**src/chgi_pkg.sv**
```systemverilog
package chgi_pkg;

  // ************************************************************
  // bus address and register offsets
  // ************************************************************
  localparam logic [6:0] DEV_ADDR = 7'h6B;            // 8-bit write form D6h
  localparam logic [7:0] OFS_CFG_A_LO = 8'h00;
  localparam logic [7:0] OFS_CFG_A_HI = 8'h01;
  localparam logic [7:0] OFS_CUR_LO = 8'h02;
  localparam logic [7:0] OFS_CUR_HI = 8'h03;
  localparam logic [7:0] OFS_VLIM_LO = 8'h04;
  localparam logic [7:0] OFS_VLIM_HI = 8'h05;
  localparam logic [7:0] OFS_CFG_B_LO = 8'h30;
  localparam logic [7:0] OFS_CFG_B_HI = 8'h31;
  localparam logic [7:0] OFS_CFG_C_LO = 8'h32;
  localparam logic [7:0] OFS_CFG_C_HI = 8'h33;
  localparam logic [7:0] OFS_CFG_D_LO = 8'h34;
  localparam logic [7:0] OFS_CFG_D_HI = 8'h35;

  // ************************************************************
  // field layouts and reset values
  // ************************************************************
  localparam int WD_SEL_LSB = 5;                      // watchdog option in cfg_a high byte
  localparam logic [1:0] WD_OFF = 2'h0;
  localparam logic [15:0] CUR_MASK = 16'h1FC0;        // 7-bit field, 64 mA step
  localparam logic [15:0] VLIM_MASK = 16'h7FF8;       // 12-bit field, 8 mV step
  localparam logic [15:0] CFG_A_RST = 16'h6000;       // watchdog at 175 s option
  localparam logic [15:0] ZERO16 = 16'h0000;
  localparam logic [15:0] VLIM_1S = 16'h1068;
  localparam logic [15:0] VLIM_2S = 16'h20D0;
  localparam logic [15:0] VLIM_3S = 16'h3138;
  localparam logic [15:0] VLIM_4S = 16'h41A0;

  // ************************************************************
  // timing
  // ************************************************************
  localparam longint CLK_HZ = 20_000_000;
  localparam longint WD_175_S = 175;
  localparam longint WD_175_CYC = WD_175_S * CLK_HZ;

  // ************************************************************
  // types
  // ************************************************************
  typedef enum logic [2:0] {
    ST_IDLE = 3'b000,
    ST_ADDR = 3'b001,
    ST_RX = 3'b010,
    ST_TX = 3'b011,
    ST_ACK = 3'b100,
    ST_TXACK = 3'b101
  } chgi_state_t;

  typedef struct packed {
    logic scl;
    logic sda;
  } chgi_pins_t;

  typedef struct packed {
    logic [7:0] data;
    logic [7:0] addr;
  } chgi_wr_t;

endpackage : chgi_pkg

```
**src/chgi_i2c_regs.sv**
```systemverilog
`timescale 1ns/10ps
`default_nettype none
// Notes on behaviour
// slave only, answers write address D6h
// runs at 100 and 400 kbit/s
// open-drain lines, pull low or release only
// data stable while clock high
// detect start and stop anytime
// busy from start until stop
// eight bits msb first, then ack
// slave may stretch clock low
// master makes every clock pulse
// receiver pulls data low for ack
// nack then master stops or restarts
// first byte: address plus direction bit
// single write: addr, reg, data, acks
// undefined register address gets nack, idle
// multi-byte reads and writes supported
// host writes low byte then high byte
// paired low byte held, committed together
// high byte without low byte ignored
// pair split by watchdog timeout discarded
// watchdog 175 s, option field, kicked, 00 off
// charge current 7 bits, 64 mA step
// voltage limit 12 bits, cell-count default
// register address advances per data byte
// single read via repeated start
module chgi_i2c_regs #(
  parameter longint WD_CYCLES = chgi_pkg::WD_175_CYC
) (
  // clock and reset
  input wire logic CLOCK,
  input wire logic SYS_RST,
  // serial bus, open drain
  input wire logic SCL_IN,
  output logic SCL_OE_N,
  input wire logic SDA_IN,
  output logic SDA_OUT,
  output logic SDA_OE_N,
  // cell count strap, 0..3 for one to four cells
  input wire logic [1:0] CELL_COUNT,
  // working settings
  output logic [15:0] CHARGE_CONFIG_A,
  output logic [15:0] CHARGE_CURRENT,
  output logic [15:0] CHARGE_VOLTAGE_LIMIT,
  output logic [15:0] CHARGE_CONFIG_B,
  output logic [15:0] CHARGE_CONFIG_C,
  output logic [15:0] CHARGE_CONFIG_D,
  output logic WATCHDOG_EXPIRED,
  output logic BUS_BUSY
);
  typedef struct packed {
    chgi_pkg::chgi_pins_t pin_d;
    chgi_pkg::chgi_state_t state;
    logic [3:0] bitn;
    logic [7:0] shf;
    logic [7:0] ptr;
    logic have_ptr;
    logic rnw;
    logic nack;
    logic sda_low;
    logic is_data;
    logic busy;
    logic [7:0] pend_lo;
    logic [7:0] pend_ofs;
    logic pend_vld;
    logic [31:0] wd_cnt;
    logic wd_exp;
    logic strap_done;
    logic [15:0] cfg_a;
    logic [15:0] cur;
    logic [15:0] vlim;
    logic [15:0] cfg_b;
    logic [15:0] cfg_c;
    logic [15:0] cfg_d;
  } chgi_st_t;

  chgi_st_t st_reg;
  chgi_st_t st_next;
  logic scl_rise;
  logic scl_fall;
  logic start_c;
  logic stop_c;
  logic defined;
  logic [7:0] rd_byte;
  logic wq_valid;
  logic wq_ready;
  chgi_pkg::chgi_wr_t wq_in;
  logic wr_pop_valid;
  chgi_pkg::chgi_wr_t wr_pop;
  logic [1:0] wd_sel;
  logic [31:0] wd_limit;

  // ************************************************************
  // bus condition decode
  // ************************************************************
  // inputs are already synchronous; one stage of history gives the edges
  assign scl_rise = SCL_IN & ~st_reg.pin_d.scl;
  assign scl_fall = ~SCL_IN & st_reg.pin_d.scl;
  assign start_c = SCL_IN & st_reg.pin_d.scl & st_reg.pin_d.sda & ~SDA_IN;
  assign stop_c = SCL_IN & st_reg.pin_d.scl & ~st_reg.pin_d.sda & SDA_IN;

  // register address decode and read mux
  always_comb
  begin
    defined = 1'b1;
    rd_byte = 8'h00;
    case (st_reg.ptr)
      chgi_pkg::OFS_CFG_A_LO: rd_byte = st_reg.cfg_a[7:0];
      chgi_pkg::OFS_CFG_A_HI: rd_byte = st_reg.cfg_a[15:8];
      chgi_pkg::OFS_CUR_LO: rd_byte = st_reg.cur[7:0];
      chgi_pkg::OFS_CUR_HI: rd_byte = st_reg.cur[15:8];
      chgi_pkg::OFS_VLIM_LO: rd_byte = st_reg.vlim[7:0];
      chgi_pkg::OFS_VLIM_HI: rd_byte = st_reg.vlim[15:8];
      chgi_pkg::OFS_CFG_B_LO: rd_byte = st_reg.cfg_b[7:0];
      chgi_pkg::OFS_CFG_B_HI: rd_byte = st_reg.cfg_b[15:8];
      chgi_pkg::OFS_CFG_C_LO: rd_byte = st_reg.cfg_c[7:0];
      chgi_pkg::OFS_CFG_C_HI: rd_byte = st_reg.cfg_c[15:8];
      chgi_pkg::OFS_CFG_D_LO: rd_byte = st_reg.cfg_d[7:0];
      chgi_pkg::OFS_CFG_D_HI: rd_byte = st_reg.cfg_d[15:8];
      default: defined = 1'b0;
    endcase
  end

  // ************************************************************
  // write queue between serial side and register file
  // ************************************************************
  // a full queue stretches the clock, so no byte is ever lost
  chgi_fifo #(.WIDTH(16), .DEPTH(4)) u_wq (
    .clk(CLOCK),
    .rst(SYS_RST),
    .in_valid(wq_valid),
    .in_ready(wq_ready),
    .in_data(wq_in),
    .out_valid(wr_pop_valid),
    .out_ready(1'b1),
    .out_data(wr_pop)
  );

  assign wd_sel = st_reg.cfg_a[8 + chgi_pkg::WD_SEL_LSB +: 2];
  // lower option codes scale the base timeout down; 11 keeps the full figure
  assign wd_limit = 32'(WD_CYCLES >> (2'd3 - wd_sel));

  // ************************************************************
  // next state
  // ************************************************************
  always_comb
  begin
    st_next = st_reg;
    st_next.pin_d.scl = SCL_IN;
    st_next.pin_d.sda = SDA_IN;
    wq_valid = 1'b0;
    wq_in.addr = st_reg.ptr;
    wq_in.data = st_reg.shf;
    // strap sampled once after reset release
    if (!st_reg.strap_done)
    begin
      st_next.strap_done = 1'b1;
      case (CELL_COUNT)
        2'd0: st_next.vlim = chgi_pkg::VLIM_1S;
        2'd1: st_next.vlim = chgi_pkg::VLIM_2S;
        2'd2: st_next.vlim = chgi_pkg::VLIM_3S;
        default: st_next.vlim = chgi_pkg::VLIM_4S;
      endcase
    end
    // serial engine; master provides every clock edge
    case (st_reg.state)
      chgi_pkg::ST_ADDR, chgi_pkg::ST_RX:
      begin
        if (scl_rise)
        begin
          st_next.shf = {st_reg.shf[6:0], SDA_IN};
          st_next.bitn = st_reg.bitn + 4'd1;
        end
        if (scl_fall && st_reg.bitn == 4'd8)
        begin
          st_next.bitn = 4'd0;
          st_next.state = chgi_pkg::ST_ACK;
          st_next.is_data = (st_reg.state == chgi_pkg::ST_RX) && st_reg.have_ptr;
          if (st_reg.state == chgi_pkg::ST_ADDR)
          begin
            st_next.nack = (st_reg.shf[7:1] != chgi_pkg::DEV_ADDR);
            st_next.rnw = st_reg.shf[0];
          end
          else if (!st_reg.have_ptr)
          begin
            st_next.ptr = st_reg.shf;
            st_next.have_ptr = 1'b1;
            st_next.nack = 1'b0;
          end
          else
            st_next.nack = ~defined;
          st_next.sda_low = ~st_next.nack;
        end
      end
      chgi_pkg::ST_ACK:
      begin
        // pointer byte is checked once latched
        if (st_reg.have_ptr && st_reg.bitn == 4'd0 && !defined && !st_reg.nack)
        begin
          st_next.nack = 1'b1;
          st_next.sda_low = 1'b0;
        end
        if (scl_rise)
          st_next.bitn = 4'd1;
        if (scl_fall && st_reg.bitn == 4'd1)
        begin
          st_next.bitn = 4'd0;
          st_next.sda_low = 1'b0;
          if (st_reg.nack)
            st_next.state = chgi_pkg::ST_IDLE;
          else if (st_reg.rnw)
          begin
            st_next.state = chgi_pkg::ST_TX;
            st_next.shf = rd_byte;
            st_next.sda_low = ~rd_byte[7];
          end
          else
            st_next.state = chgi_pkg::ST_RX;
        end
      end
      chgi_pkg::ST_TX:
      begin
        if (scl_rise)
          st_next.bitn = st_reg.bitn + 4'd1;
        if (scl_fall)
        begin
          if (st_reg.bitn == 4'd8)
          begin
            st_next.bitn = 4'd0;
            st_next.sda_low = 1'b0;
            st_next.state = chgi_pkg::ST_TXACK;
            st_next.ptr = st_reg.ptr + 8'd1;
          end
          else
          begin
            st_next.shf = {st_reg.shf[6:0], 1'b0};
            st_next.sda_low = ~st_reg.shf[6];
          end
        end
      end
      chgi_pkg::ST_TXACK:
      begin
        if (scl_rise)
        begin
          st_next.nack = SDA_IN;
          st_next.bitn = 4'd1;
        end
        if (scl_fall && st_reg.bitn == 4'd1)
        begin
          st_next.bitn = 4'd0;
          if (st_reg.nack || !defined)
            st_next.state = chgi_pkg::ST_IDLE;
          else
          begin
            st_next.state = chgi_pkg::ST_TX;
            st_next.shf = rd_byte;
            st_next.sda_low = ~rd_byte[7];
          end
        end
      end
      default:;
    endcase
    // data byte accepted: queue it and advance the pointer
    if (st_reg.state == chgi_pkg::ST_ACK && st_reg.have_ptr && !st_reg.rnw
        && !st_reg.nack && scl_fall && st_reg.bitn == 4'd1 && st_reg.is_data)
    begin
      wq_valid = 1'b1;
      st_next.ptr = st_reg.ptr + 8'd1;
    end
    if (start_c)
    begin
      st_next.state = chgi_pkg::ST_ADDR;
      st_next.busy = 1'b1;
      st_next.bitn = 4'd0;
      st_next.sda_low = 1'b0;
      st_next.have_ptr = st_reg.have_ptr & st_reg.busy; // repeated start keeps pointer
      st_next.nack = 1'b0;
    end
    if (stop_c)
    begin
      st_next.state = chgi_pkg::ST_IDLE;
      st_next.busy = 1'b0;
      st_next.have_ptr = 1'b0;
      st_next.sda_low = 1'b0;
    end
    // ************************************************************
    // register file and paired commit
    // ************************************************************
    if (wd_sel == chgi_pkg::WD_OFF)
    begin
      st_next.wd_cnt = '0;
      st_next.wd_exp = 1'b0;
    end
    else if (!st_reg.wd_exp)
    begin
      if (st_reg.wd_cnt >= wd_limit)
      begin
        st_next.wd_exp = 1'b1;
        st_next.cur = chgi_pkg::ZERO16;
        st_next.pend_vld = 1'b0;
      end
      else
        st_next.wd_cnt = st_reg.wd_cnt + 32'd1;
    end
    if (wr_pop_valid)
    begin
      // any write other than the matching high byte drops a pending low byte
      st_next.pend_vld = 1'b0;
      case (wr_pop.addr)
        chgi_pkg::OFS_CFG_A_LO: st_next.cfg_a[7:0] = wr_pop.data;
        chgi_pkg::OFS_CFG_A_HI: st_next.cfg_a[15:8] = wr_pop.data;
        chgi_pkg::OFS_CFG_B_LO: st_next.cfg_b[7:0] = wr_pop.data;
        chgi_pkg::OFS_CFG_B_HI: st_next.cfg_b[15:8] = wr_pop.data;
        chgi_pkg::OFS_CFG_C_LO: st_next.cfg_c[7:0] = wr_pop.data;
        chgi_pkg::OFS_CFG_C_HI: st_next.cfg_c[15:8] = wr_pop.data;
        chgi_pkg::OFS_CFG_D_LO: st_next.cfg_d[7:0] = wr_pop.data;
        chgi_pkg::OFS_CFG_D_HI: st_next.cfg_d[15:8] = wr_pop.data;
        chgi_pkg::OFS_CUR_LO, chgi_pkg::OFS_VLIM_LO:
        begin
          st_next.pend_lo = wr_pop.data;
          st_next.pend_ofs = wr_pop.addr;
          st_next.pend_vld = 1'b1;
        end
        chgi_pkg::OFS_CUR_HI, chgi_pkg::OFS_VLIM_HI:
        begin
          // only a high byte right after its own low byte commits
          // a fresh pair revives an expired watchdog; one landing as it fires is dropped
          if (st_reg.pend_vld && st_reg.pend_ofs == wr_pop.addr - 8'd1
              && (st_reg.wd_exp || !st_next.wd_exp))
          begin
            if (wr_pop.addr == chgi_pkg::OFS_CUR_HI)
              st_next.cur = {wr_pop.data, st_reg.pend_lo} & chgi_pkg::CUR_MASK;
            else
              st_next.vlim = {wr_pop.data, st_reg.pend_lo} & chgi_pkg::VLIM_MASK;
            st_next.wd_cnt = '0;
            st_next.wd_exp = 1'b0;
          end
        end
        default:;
      endcase
    end
  end

  // ************************************************************
  // state register
  // ************************************************************
  always_ff @(posedge CLOCK or posedge SYS_RST)
  begin
    if (SYS_RST)
    begin
      st_reg <= '0;
      st_reg.pin_d <= 2'b11;
      st_reg.cfg_a <= chgi_pkg::CFG_A_RST;
      st_reg.vlim <= chgi_pkg::VLIM_1S;
    end
    else
      st_reg <= st_next;
  end

  // ************************************************************
  // outputs
  // ************************************************************
  assign SDA_OUT = 1'b0;
  assign SDA_OE_N = ~st_reg.sda_low;
  assign SCL_OE_N = ~(st_reg.state == chgi_pkg::ST_ACK && ~wq_ready && ~SCL_IN);
  assign CHARGE_CONFIG_A = st_reg.cfg_a;
  assign CHARGE_CURRENT = st_reg.cur;
  assign CHARGE_VOLTAGE_LIMIT = st_reg.vlim;
  assign CHARGE_CONFIG_B = st_reg.cfg_b;
  assign CHARGE_CONFIG_C = st_reg.cfg_c;
  assign CHARGE_CONFIG_D = st_reg.cfg_d;
  assign WATCHDOG_EXPIRED = st_reg.wd_exp;
  assign BUS_BUSY = st_reg.busy;
endmodule : chgi_i2c_regs
`default_nettype wire

```
**src/chgi_fifo.sv**
```systemverilog
`timescale 1ns/10ps
`default_nettype none
module chgi_fifo #(
  parameter int WIDTH = 16,
  parameter int DEPTH = 4
) (
  // clock and reset
  input wire logic clk,
  input wire logic rst,
  // fill side
  input wire logic in_valid,
  output logic in_ready,
  input wire logic [WIDTH-1:0] in_data,
  // drain side
  output logic out_valid,
  input wire logic out_ready,
  output logic [WIDTH-1:0] out_data
);
  localparam int AW = $clog2(DEPTH);

  typedef struct packed {
    logic [DEPTH-1:0][WIDTH-1:0] mem;
    logic [AW-1:0] wp;
    logic [AW-1:0] rp;
    logic [AW:0] cnt;
  } chgi_fifo_st_t;

  chgi_fifo_st_t st_reg;
  chgi_fifo_st_t st_next;
  logic push;
  logic pop;

  // ************************************************************
  // handshakes
  // ************************************************************
  assign in_ready = (st_reg.cnt != (AW+1)'(DEPTH));
  assign out_valid = (st_reg.cnt != '0);
  assign out_data = st_reg.mem[st_reg.rp];
  assign push = in_valid & in_ready;
  assign pop = out_valid & out_ready;

  // next state
  always_comb
  begin
    st_next = st_reg;
    if (push)
    begin
      st_next.mem[st_reg.wp] = in_data;
      st_next.wp = (st_reg.wp == AW'(DEPTH - 1)) ? '0 : st_reg.wp + 1'b1;
    end
    if (pop)
      st_next.rp = (st_reg.rp == AW'(DEPTH - 1)) ? '0 : st_reg.rp + 1'b1;
    st_next.cnt = st_reg.cnt + (AW+1)'(push) - (AW+1)'(pop);
  end

  always_ff @(posedge clk or posedge rst)
  begin
    if (rst)
      st_reg <= '0;
    else
      st_reg <= st_next;
  end
endmodule : chgi_fifo
`default_nettype wire

```
**config.mk**
```make
export PLATFORM = sky130hd
export DESIGN_NAME = chgi_i2c_regs
export DESIGN_NICKNAME = d
export VERILOG_FILES = /design/src/chgi_pkg.sv /design/src/chgi_i2c_regs.sv /design/src/chgi_fifo.sv
export SDC_FILE = /design/constraint.sdc
export NUM_CORES = 1
export LEC_CHECK = 0
export BUFFER_PORTS_ARGS = -buffer_cell sky130_fd_sc_hd__buf_2
export CORE_UTILIZATION = 30
export CTS_CLUSTER_SIZE = 40
export DETAILED_ROUTE_END_ITERATION = 10
export HOLD_SLACK_MARGIN = 0.05
export PLACE_DENSITY = 0.56
export SLEW_MARGIN = 30
export SYNTH_ARGS = -nofsm -noshare
export SYNTH_HDL_FRONTEND = slang
export SYNTH_SLANG_ARGS = --single-unit
```
**constraint.sdc**
```tcl
create_clock -name CLOCK -period 9.51 [get_ports CLOCK]
set_input_delay 1.902 -clock CLOCK [delete_from_list [all_inputs] [get_ports CLOCK]]
set_output_delay 1.902 -clock CLOCK [all_outputs]
set_load 0.005 [all_outputs]
```
== Word-level counts from Yosys, hierarchy flattened ==
Index checks and enable logic that the tools add are counted.

* Logic and storage cells: 276
* Input port bits: 6
* Output and inout bits: 101
* Flip-flop bits (word level): 249

* Reductions and logical operators: 61
* Shifts and indexed selects: 1
* Add/sub/neg operators: 9
* Magnitude comparators: 4
* Eq/ne operators: 63
* Muxes and demuxes: 83
* Bitwise gates (word level): 20

{| class="wikitable"
|+ Operators by type and width
! cell !! number
|-
| 2-to-1 mux 16 bit || 8
|-
| 2-to-1 mux 33 bit || 3
|-
| == test 8 x 6 -> 1 bit, second input constant || 12
|-
| 2-to-1 mux 32 bit || 3
|-
| 2-to-1 mux 8 bit || 12
|-
| one-hot mux 8 bit (12 select lines) || 1
|-
| 2-to-1 mux 80 bit || 1
|-
| 2-to-1 mux 34 bit || 2
|-
| bitwise mux 64 bit || 1
|-
| one-hot mux 15 bit (4 select lines) || 1
|-
| one-hot mux 15 bit (3 select lines) || 1
|-
| adder 32 x 1 -> 32 bit, second input constant || 1
|-
| binary-select mux 16 bit (select 2 bit) || 1
|-
| demux 16 bit (select 2 bit) || 1
|-
| == test 8 x 2 -> 1 bit, second input constant || 4
|-
| == test 8 x 3 -> 1 bit, second input constant || 4
|-
| greater-or-equal comparator 32 bit || 1
|-
| >> shifter 32 x 2 -> 32 bit, first input constant || 1
|-
| 2-to-1 mux 15 bit || 2
|-
| inequality test 3 bit, second input constant || 10
|-
| inequality test 4 bit, second input constant || 7
|-
| 2-to-1 mux 1 bit || 25
|-
| 2-to-1 mux 23 bit || 1
|-
| AND reduction 2 bit || 11
|-
| other kinds (51) || 127
|}

== Logic depth before layout (Yosys ltp) ==
Gate-level depths: netlist (run 1).

* Depth in word-level cells: 13
* Depth in mapped cells: 14

== By module ==
A second synthesis (run 1) with hierarchy kept.

* Cells, all modules: 1306
* Area total of the unflattened synthesis: 14146.1 µm²

{| class="wikitable"
|+ By module, submodules not included
! module !! cells an instance !! area an instance (µm²) !! times used
|-
| chgi_i2c_regs || 1111 || 10739.0 || 1
|-
| chgi_fifo || 195 || 3407.0 || 1
|}

== Worst setup path after synthesis (run 1) ==
No wires, ideal clock.

* Path type: input-to-reg
* Start point: input SCL_IN
* End point: register u_wq.st_reg[2] in the netlist's numbering
* Path slack: 5.489 ns
* Setup time: 0.125 ns
* Arrival time: 3.896 ns
* Cell stages on the path: 9
* Cells stage by stage: nor2b_1 > nand4_1 > nor4b_1 > a21boi_2 > ha_1 > inv_1 > fa_1 > xnor2_1 > xnor2_1

{| class="wikitable"
|+ RTL lines
! what !! RTL line !! text
|-
| from (decl) || chgi_i2c_regs.sv:35 || <nowiki>input wire logic SCL_IN,</nowiki>
|-
| to (signal assigned) || chgi_fifo.sv:61 || <nowiki>st_reg <= st_next;</nowiki>
|-
| to (decl) || chgi_fifo.sv:28 || <nowiki>chgi_fifo_st_t st_reg;</nowiki>
|}

== Worst setup path after layout (run 1) ==
* Start point: input SCL_IN
* End point: register u_wq.st_reg[9] in the netlist's numbering

* Longest elaborated chain between the ends: 7

{| class="wikitable"
|+ RTL lines
! what !! RTL line !! text
|-
| inverter 1 bit || chgi_i2c_regs.sv:99 || <nowiki>assign scl_fall = ~SCL_IN & st_reg.pin_d.scl;</nowiki>
|-
| AND 1 bit || chgi_i2c_regs.sv:99 ||
|-
| logical AND 1 bit (3 in a row) || chgi_i2c_regs.sv:266 || <nowiki>&& !st_reg.nack && scl_fall && st_reg.bitn == 4'd1 && st_reg.is_data)</nowiki>
|-
| 2-to-1 mux 1 bit || chgi_i2c_regs.sv:265 || <nowiki>if (st_reg.state == chgi_pkg::ST_ACK && st_reg.have_ptr && !st_reg.rnw</nowiki>
|-
| AND 1 bit || chgi_fifo.sv:39 || <nowiki>assign push = in_valid & in_ready;</nowiki>
|-
| via u_wq.push || chgi_fifo.sv:30 || <nowiki>logic push;</nowiki>
|}

The timed path passes the listed nets, and every way through them passes these cells.
A chain may end at the register's enable or synchronous reset.

==> reports/metrics.yaml, run 1 <==
seq_power_share_pct: 48.6
rows: 78
cts_buffers: 28
grt_pass1_wl_um: 58100
fmax_mhz: 226
cp-start-kind: "input pin"
hold_path_class: "flop to flop"
hold_slack_ns: 0.482
nFillCells: 4624
finalHoldViolations: 0
routed_wl_um: 37400
nNetsFinal: 1308
grt_pass1_vias: 9760
critPathCaptureType: "flop"
critPathMaxStageDelay_ns: 0.68
dp_hpwl_um: 26300
fin_skew_ns: 0.0539
die_x_um: 216
path_delay_family: "simple AND/OR/NAND/NOR gates"
criticalPathCategory: "input pin to flop"
worstSkewPairLatency_ns: 0.58
synth_edf_count: 0
critPathMaxFanout: 18
avgSynthCellArea_um2: 10.9
drv_slew: 0
grtUsageMet3_pct: 2.85
met1_usage_pct: 22.3
io_buffers: 105
p_comb_share_pct: 4.7
yosysWarnings: 0
pwr-share-clk_pct: 46.8
outcome: "complete, no violations"
pin_count: 107
ant_nets: 0
max-slew-margin-rel_pct: 29.9
met2_usage_pct: 25.4
grt-ovfl-total: 0
globalplace.congestion: 0.849
postPlaceCellArea_um2: 14100
cpMaxStageDelayCell: "nor4b_1"
ys_types: 77
core-area_um2: 45300
hold_buffers: 0
remaining_drc_errors: 0
power.density_nw_per_um2: 155
leakage_nw: 7.00
first_iter_violations: 794
intPower_w: 0.00176
crit_arrival_ns: 4.84
ys_seq_area_share_pct: 44.9
tightest_slew_ns: 1.05
dp_slack_ns: 4.68
ys_ff_latch: 246
fin_crit_ns: 4.42
root_buffer: "clkbuf_16"
wire_per_inst_um: 20.0
clockBufferDepth: 3
post-route-cell-area_um2: 15100
maxCapViolCount: 0
setup_viol: 0
crit_required_ns: 9.93
vias: 9762
vias_per_cell: 5.22
cp.buffers_inverters: 1
firstDrtPassIters: 8
largest_reg_flops: 77
clkTransAtPathRegs_ns: 0.06
start_util_pct: 30.3
finish.utilization_pct: 33.3
cts_tree: "done"
power.switching_w: 0.000571
busiest_layer: "met2"
drive_gt1_share_pct: 28.0
setup-tns-final_ns: 0
synth_ff_type: "dfrtp_1"
crit_chain: "buf_2 > nor2b_1 > nand4_1 > nor4b_1 > a21boi_2 > nand2_1 > mux2_2"
antenna_found_initial: 2
ir_drop_mv: 0.106
area.growth.synth_to_final_pct: 9.90
netlist_area_um2: 13700
netSwitchingFraction_pct: 24.5
rsz0062_at_grt: "no"
multi_input_area_um2: 6500
grtUsageTotal_pct: 15.9
seqCellArea_um2: 6170
syn_nets: 1320
die_area_um2: 46600
syn_inst: 1260
cts.sinks: 246
htree_levels: 1
postSynth.asyncResetShare_pct: 100
postCtsSetupBuffers: 0
finalCritPeriodShare_pct: 46.5
setup_ws_ns: 5.09
cts_resized: 0
die_y_um: 216
grt_max_degree: 104
## power groups by stage
stage	Combinational, W	Sequential, W	Clock (W)
floorplan	0.0000964	0.00112	0
CTS	0.000112	0.00113	0.00111
global placement	0.000109	0.00115	0
finish	0.000109	0.00113	0.00109
global route	0.000128	0.00114	0.00115
detailed placement	0.000111	0.00115	0
## worst paths after layout
check	startpoint	end	slack (ns)	cells past startpoint
max	SCL_IN	u_wq.st_reg[9]$_DFFE_PP0P_	5.09	7
min	u_wq.st_reg[8]$_DFFE_PP0P_	u_wq.st_reg[8]$_DFFE_PP0P_	0.48	2
max reg2reg	CHARGE_CONFIG_A[14]$_DFFE_PP1P_	CHARGE_VOLTAGE_LIMIT[4]$_DFF_PP0_	5.13	10
min reg2reg	u_wq.st_reg[8]$_DFFE_PP0P_	u_wq.st_reg[8]$_DFFE_PP0P_	0.48	2
max in group asynchronous	SYS_RST	CHARGE_CONFIG_B[1]$_DFFE_PP0P_	6.86	3
min in group asynchronous	SYS_RST	st_reg[99]$_DFF_PP0_	1.47	2
## cells by family after synthesis
logic type / after synthesis / share of synthesized area, %
flops: 246 / 44.9
xor+xnor: 35 / 2.23
buf+inv: 192 / 8.08
fa+ha+maj: 55 / 5.05
mux: 175 / 15.8
other cells: 2 / 0.0547
simple gates: 337 / 13.3
compound gates: 218 / 10.6
## stage by stage
| stage | instances | power, W |
|---|---|---|
| floorplan | 1260 | 0.00122 |
| global placement | 1818 | 0.00126 |
| detailed placement | 1818 | 0.00126 |
| CTS | 1869 | 0.00236 |
| global route | 1869 | 0.00242 |
| finish | 1870 | 0.00233 |
## metal layers
metal  wire length [µm]  vias to the layer above  share of wire [%]
met5                  0                        -                  0
met4                668                        0                1.8
met3               2250                       46                6.0
met2              17300                      258                 46
met1              17200                     5000                 46
li1                   -                     4458                  -
## synth_stat cells, drive strengths merged (13+ instances only)
cell | instances | area share [%]
dfrtp | 238 | 43
mux2 | 146 | 12
buf | 109 | 5.8
nand2 | 76 | 2.1
nor2 | 74 | 2.0
a21oi | 59 | 2.1
o21ai | 55 | 2.0
ha | 53 | 4.8
clkbuf | 47 | 1.3
inv | 36 | 0.98
xnor2 | 29 | 1.8
and3 | 28 | 1.3
a22oi | 25 | 1.4
nand3 | 23 | 0.84
nor4 | 18 | 0.82
mux4 | 17 | 2.8
nor2b | 17 | 0.77
and2 | 16 | 0.73
a222oi | 14 | 1.0
nor3 | 14 | 0.59
nand4 | 13 | 0.59
## layout by cell type, fill, tap and decap left out, types with 7 or more instances in the layout
cell type  count
and4_1        12
and3_1        28
clkbuf_1       7
a222oi_1      14
o31ai_1        7
dfrtp_1      237
a21oi_1       58
nand3b_1       7
o21ai_0       55
mux4_2        17
buf_4          7
nor3_1        12
nand4_1       13
ha_1          53
mux2_2       140
nor2b_1       17
clkbuf_16     28
a22oi_1       25
and2_1        16
mux2i_1       12
buf_2        105
inv_1         35
nand2_1       76
nand3_1       23
dfstp_2        8
nor4_1        17
nor2_1        73
xnor2_1       29
## worst reg2reg max path, delay by kind of cell, from the launching register on
kind / cells / cell delay (ns)
buffers and inverters: 1 / 0.21
adder cells (fa/ha/maj): 2 / 0.72
flip-flops: 1 / 0.67
AO/OA/AOI/OAI: 3 / 1.15
AND/OR/NAND/NOR: 3 / 1.14
multiplexers: 1 / 0.37
## area by class of cell
type	instances	area share (%)
Timing Repair Buffer	114	3.98
Sequential cell	246	40.9
Clock buffer	41	5.36
Clock inverter	10	0.787
Inverter	36	0.945
Tap cell	600	4.97
Multi-Input combinational cell	822	43.1
Antenna cell	1	0.0166
No activity file was read; power rests on OpenSTA's default activity.
==> inputs of run 2 (changes only) <==
PLACE_DENSITY = 0.57   (was 0.56)
clock period = 3.95 ns   (was 9.51 ns; I/O delays follow)
==> run 2 against run 1 <==
  * Via count increased by 0.55%
  * Largest cell class unchanged
  * Hold slack got worse by 0.14 ns
  * Clock power increased by 140%
  * Largest power group unchanged
==> reports/metrics.yaml, run 2 (same netlist as run 1, synthesis figures left out) <==
critPathCaptureType: "flop"
area.growth.synth_to_final_pct: 11.9
hold_buffers: 0  # unchanged
critPathMaxFanout: 10  # -8
ir_drop_mv: 0.270  # +160%
netSwitchingFraction_pct: 24.7  # +0.22 points
largest_reg_flops: 77  # unchanged
remaining_drc_errors: 0  # unchanged
layout_common_cells: "238 x dfrtp_1, 140 x mux2_2, 105 x buf_2"
worstSkewPairLatency_ns: 0.56  # -0.02 ns
crit_arrival_ns: 4.25  # -0.59 ns
final_common_cell: "dfrtp_1"
hold_path_class: "input pin to asynchronous set/reset pin"
criticalPathCategory: "flop to flop"
start_util_pct: 30.3  # unchanged
finalHoldViolations: 0  # unchanged
leakage_nw: 7.16  # +2.3%
wire_per_inst_um: 20.0  # about the same
fin_cells: 1894  # +1.3%
fmax_mhz: 263
outcome: "complete, no violations"
tightest_slew_ns: 0.873  # -0.175 ns
cp-start-kind: "flop"
die_x_um: 216  # unchanged
setup-tns-final_ns: 0  # unchanged
grt_pass1_wl_um: 58700  # +0.96%
routed_wl_um: 37900  # +1.3%
vias: 9816  # +0.55%
die_area_um2: 46600  # unchanged
grtUsageTotal_pct: 16.0  # +0.093 points
nNetsFinal: 1336  # +2.1%
fin_crit_ns: 3.81
drive_gt1_share_pct: 30.0  # +2.0 points
setup_viol: 0  # unchanged
fin_total_pwr_w: 0.00557  # +140%
ant_nets: 0  # unchanged
root_buffer: "clkbuf_16"
cts_tree: "done"
max-slew-margin-rel_pct: 41.2  # +11 points
power.switching_w: 0.00138  # +140%
diodes: 0  # -1
antenna_found_initial: 2  # unchanged
drv_slew: 0  # unchanged
globalplace.congestion: 0.850  # about the same
power.density_nw_per_um2: 363  # +130%
maxCapViolCount: 0  # unchanged
firstDrtPassIters: 5  # -3
fin_skew_ns: 0.0403  # -0.0136 ns
core-area_um2: 45300  # unchanged
grt-ovfl-total: 0  # unchanged
intPower_w: 0.00420  # +140%
io_buffers: 105  # unchanged
finalCritPeriodShare_pct: 96.4
htree_levels: 1  # unchanged
cts_buffers: 27  # -3.6%
vias_per_cell: 5.18  # -0.72%
clockBufferDepth: 3  # unchanged
seq_power_share_pct: 48.6  # about the same
finish.utilization_pct: 33.9  # +0.60 points
pin_count: 107  # unchanged
first_iter_violations: 883  # +11%
hold_slack_ns: 0.346  # -0.136 ns
cts.sinks: 246  # unchanged
rows: 78  # unchanged
pwr-share-clk_pct: 46.3  # -0.5 points
die_y_um: 216  # unchanged
grt_pass1_vias: 9637  # -1.3%
p_comb_share_pct: 5.2  # +0.5 points
dp_hpwl_um: 26600  # +1.1%
crit_required_ns: 4.40  # -5.53 ns
clkTransAtPathRegs_ns: 0.07  # about the same
placed_cells: 1843  # +1.4%
grt_max_degree: 84  # -19%
run 2: cell types whose count changed in the layout (fill, tap and decap cells not counted), sizes merged:
| cell | previous run | this run |
|---|---|---|
| diode | 1 | 0 |
| inv | 36 | 37 |
| clkinvlp | 3 | 6 |
| clkinv | 5 | 4 |
| nand3b | 8 | 9 |
| clkbuf | 41 | 34 |
| buf | 114 | 142 |
run 2: critical path: stages, from the launching register on:
cell and delay (ns):
dfstp_2 0.64, inv_1 0.12, ha_1 0.32, ha_1 0.29, nand4_1 0.19, or4_4 0.59, a2111oi_4 0.38, o21bai_2 0.15
a211oi_4 0.35, nand3b_4 0.30, mux2_2 0.35
run 2: path summary, 6_finish.rpt:
path                                                 start                                 to  slack (ns)  depth (start not counted)
min reg2reg                    u_wq.st_reg[55]$_DFFE_PP0P_        u_wq.st_reg[55]$_DFFE_PP0P_        0.48                          2
max reg2reg                CHARGE_CONFIG_A[14]$_DFFE_PP1P_  CHARGE_VOLTAGE_LIMIT[8]$_DFF_PP0_        0.14                         10
min in group CLOCK                                  SCL_IN              st_reg[177]$_DFF_PP1_        0.41                          1
min                                                SYS_RST              st_reg[102]$_DFF_PP0_        0.35                          2
max in group asynchronous                          SYS_RST        u_wq.st_reg[47]$_DFFE_PP0P_        2.69                          3
max                        CHARGE_CONFIG_A[14]$_DFFE_PP1P_  CHARGE_VOLTAGE_LIMIT[8]$_DFF_PP0_        0.14                         10
run 2: layout make-up:
type                    count  area (µm²)
clock inverters            13         139
clock buffers              34         762
inverters                  36         139
multi-input cells         823        6570
repair buffers            142         841
flip-flops and latches    246        6170
well taps                 600         751
fillers                  4586       29900
run 2: metrics by stage:
stage          cell area (µm²)  setup WS (ns)
4_1_cts                  15300         0.0838
2_1_floorplan            13700        -0.0652
6_report                 15400          0.143
3_5_place_dp             14400          0.116
3_3_place_gp             14400          0.178
5_1_grt                  15400        -0.0228
run 2: metal layers:
layer / routed length (µm) / track usage [%] / share of wire (%) / up-vias
met5: 0 / 0 / 0 / -
met4: 740 / 3.47 / 2.0 / 0
met3: 2410 / 3.31 / 6.4 / 47
met2: 17300 / 25.1 / 46 / 274
met1: 17400 / 22.6 / 46 / 4984
li1: - / - / - / 4511
run 2: power by group through the flow:
stage	Sequential (W)	Clock, W	Combinational, W
final	0.00271	0.00258	0.000288
after global routing	0.00272	0.00274	0.000332
after CTS	0.00271	0.00264	0.000289
after detailed placement	0.00275	0	0.000288
after global placement	0.00275	0	0.000281
after floorplan	0.00270	0	0.000232
run 2: repair_timing:
action,in CTS,in global routing
endpoints found under the setup margin,0,23
resized for setup,0,8
buffers inserted,0,3
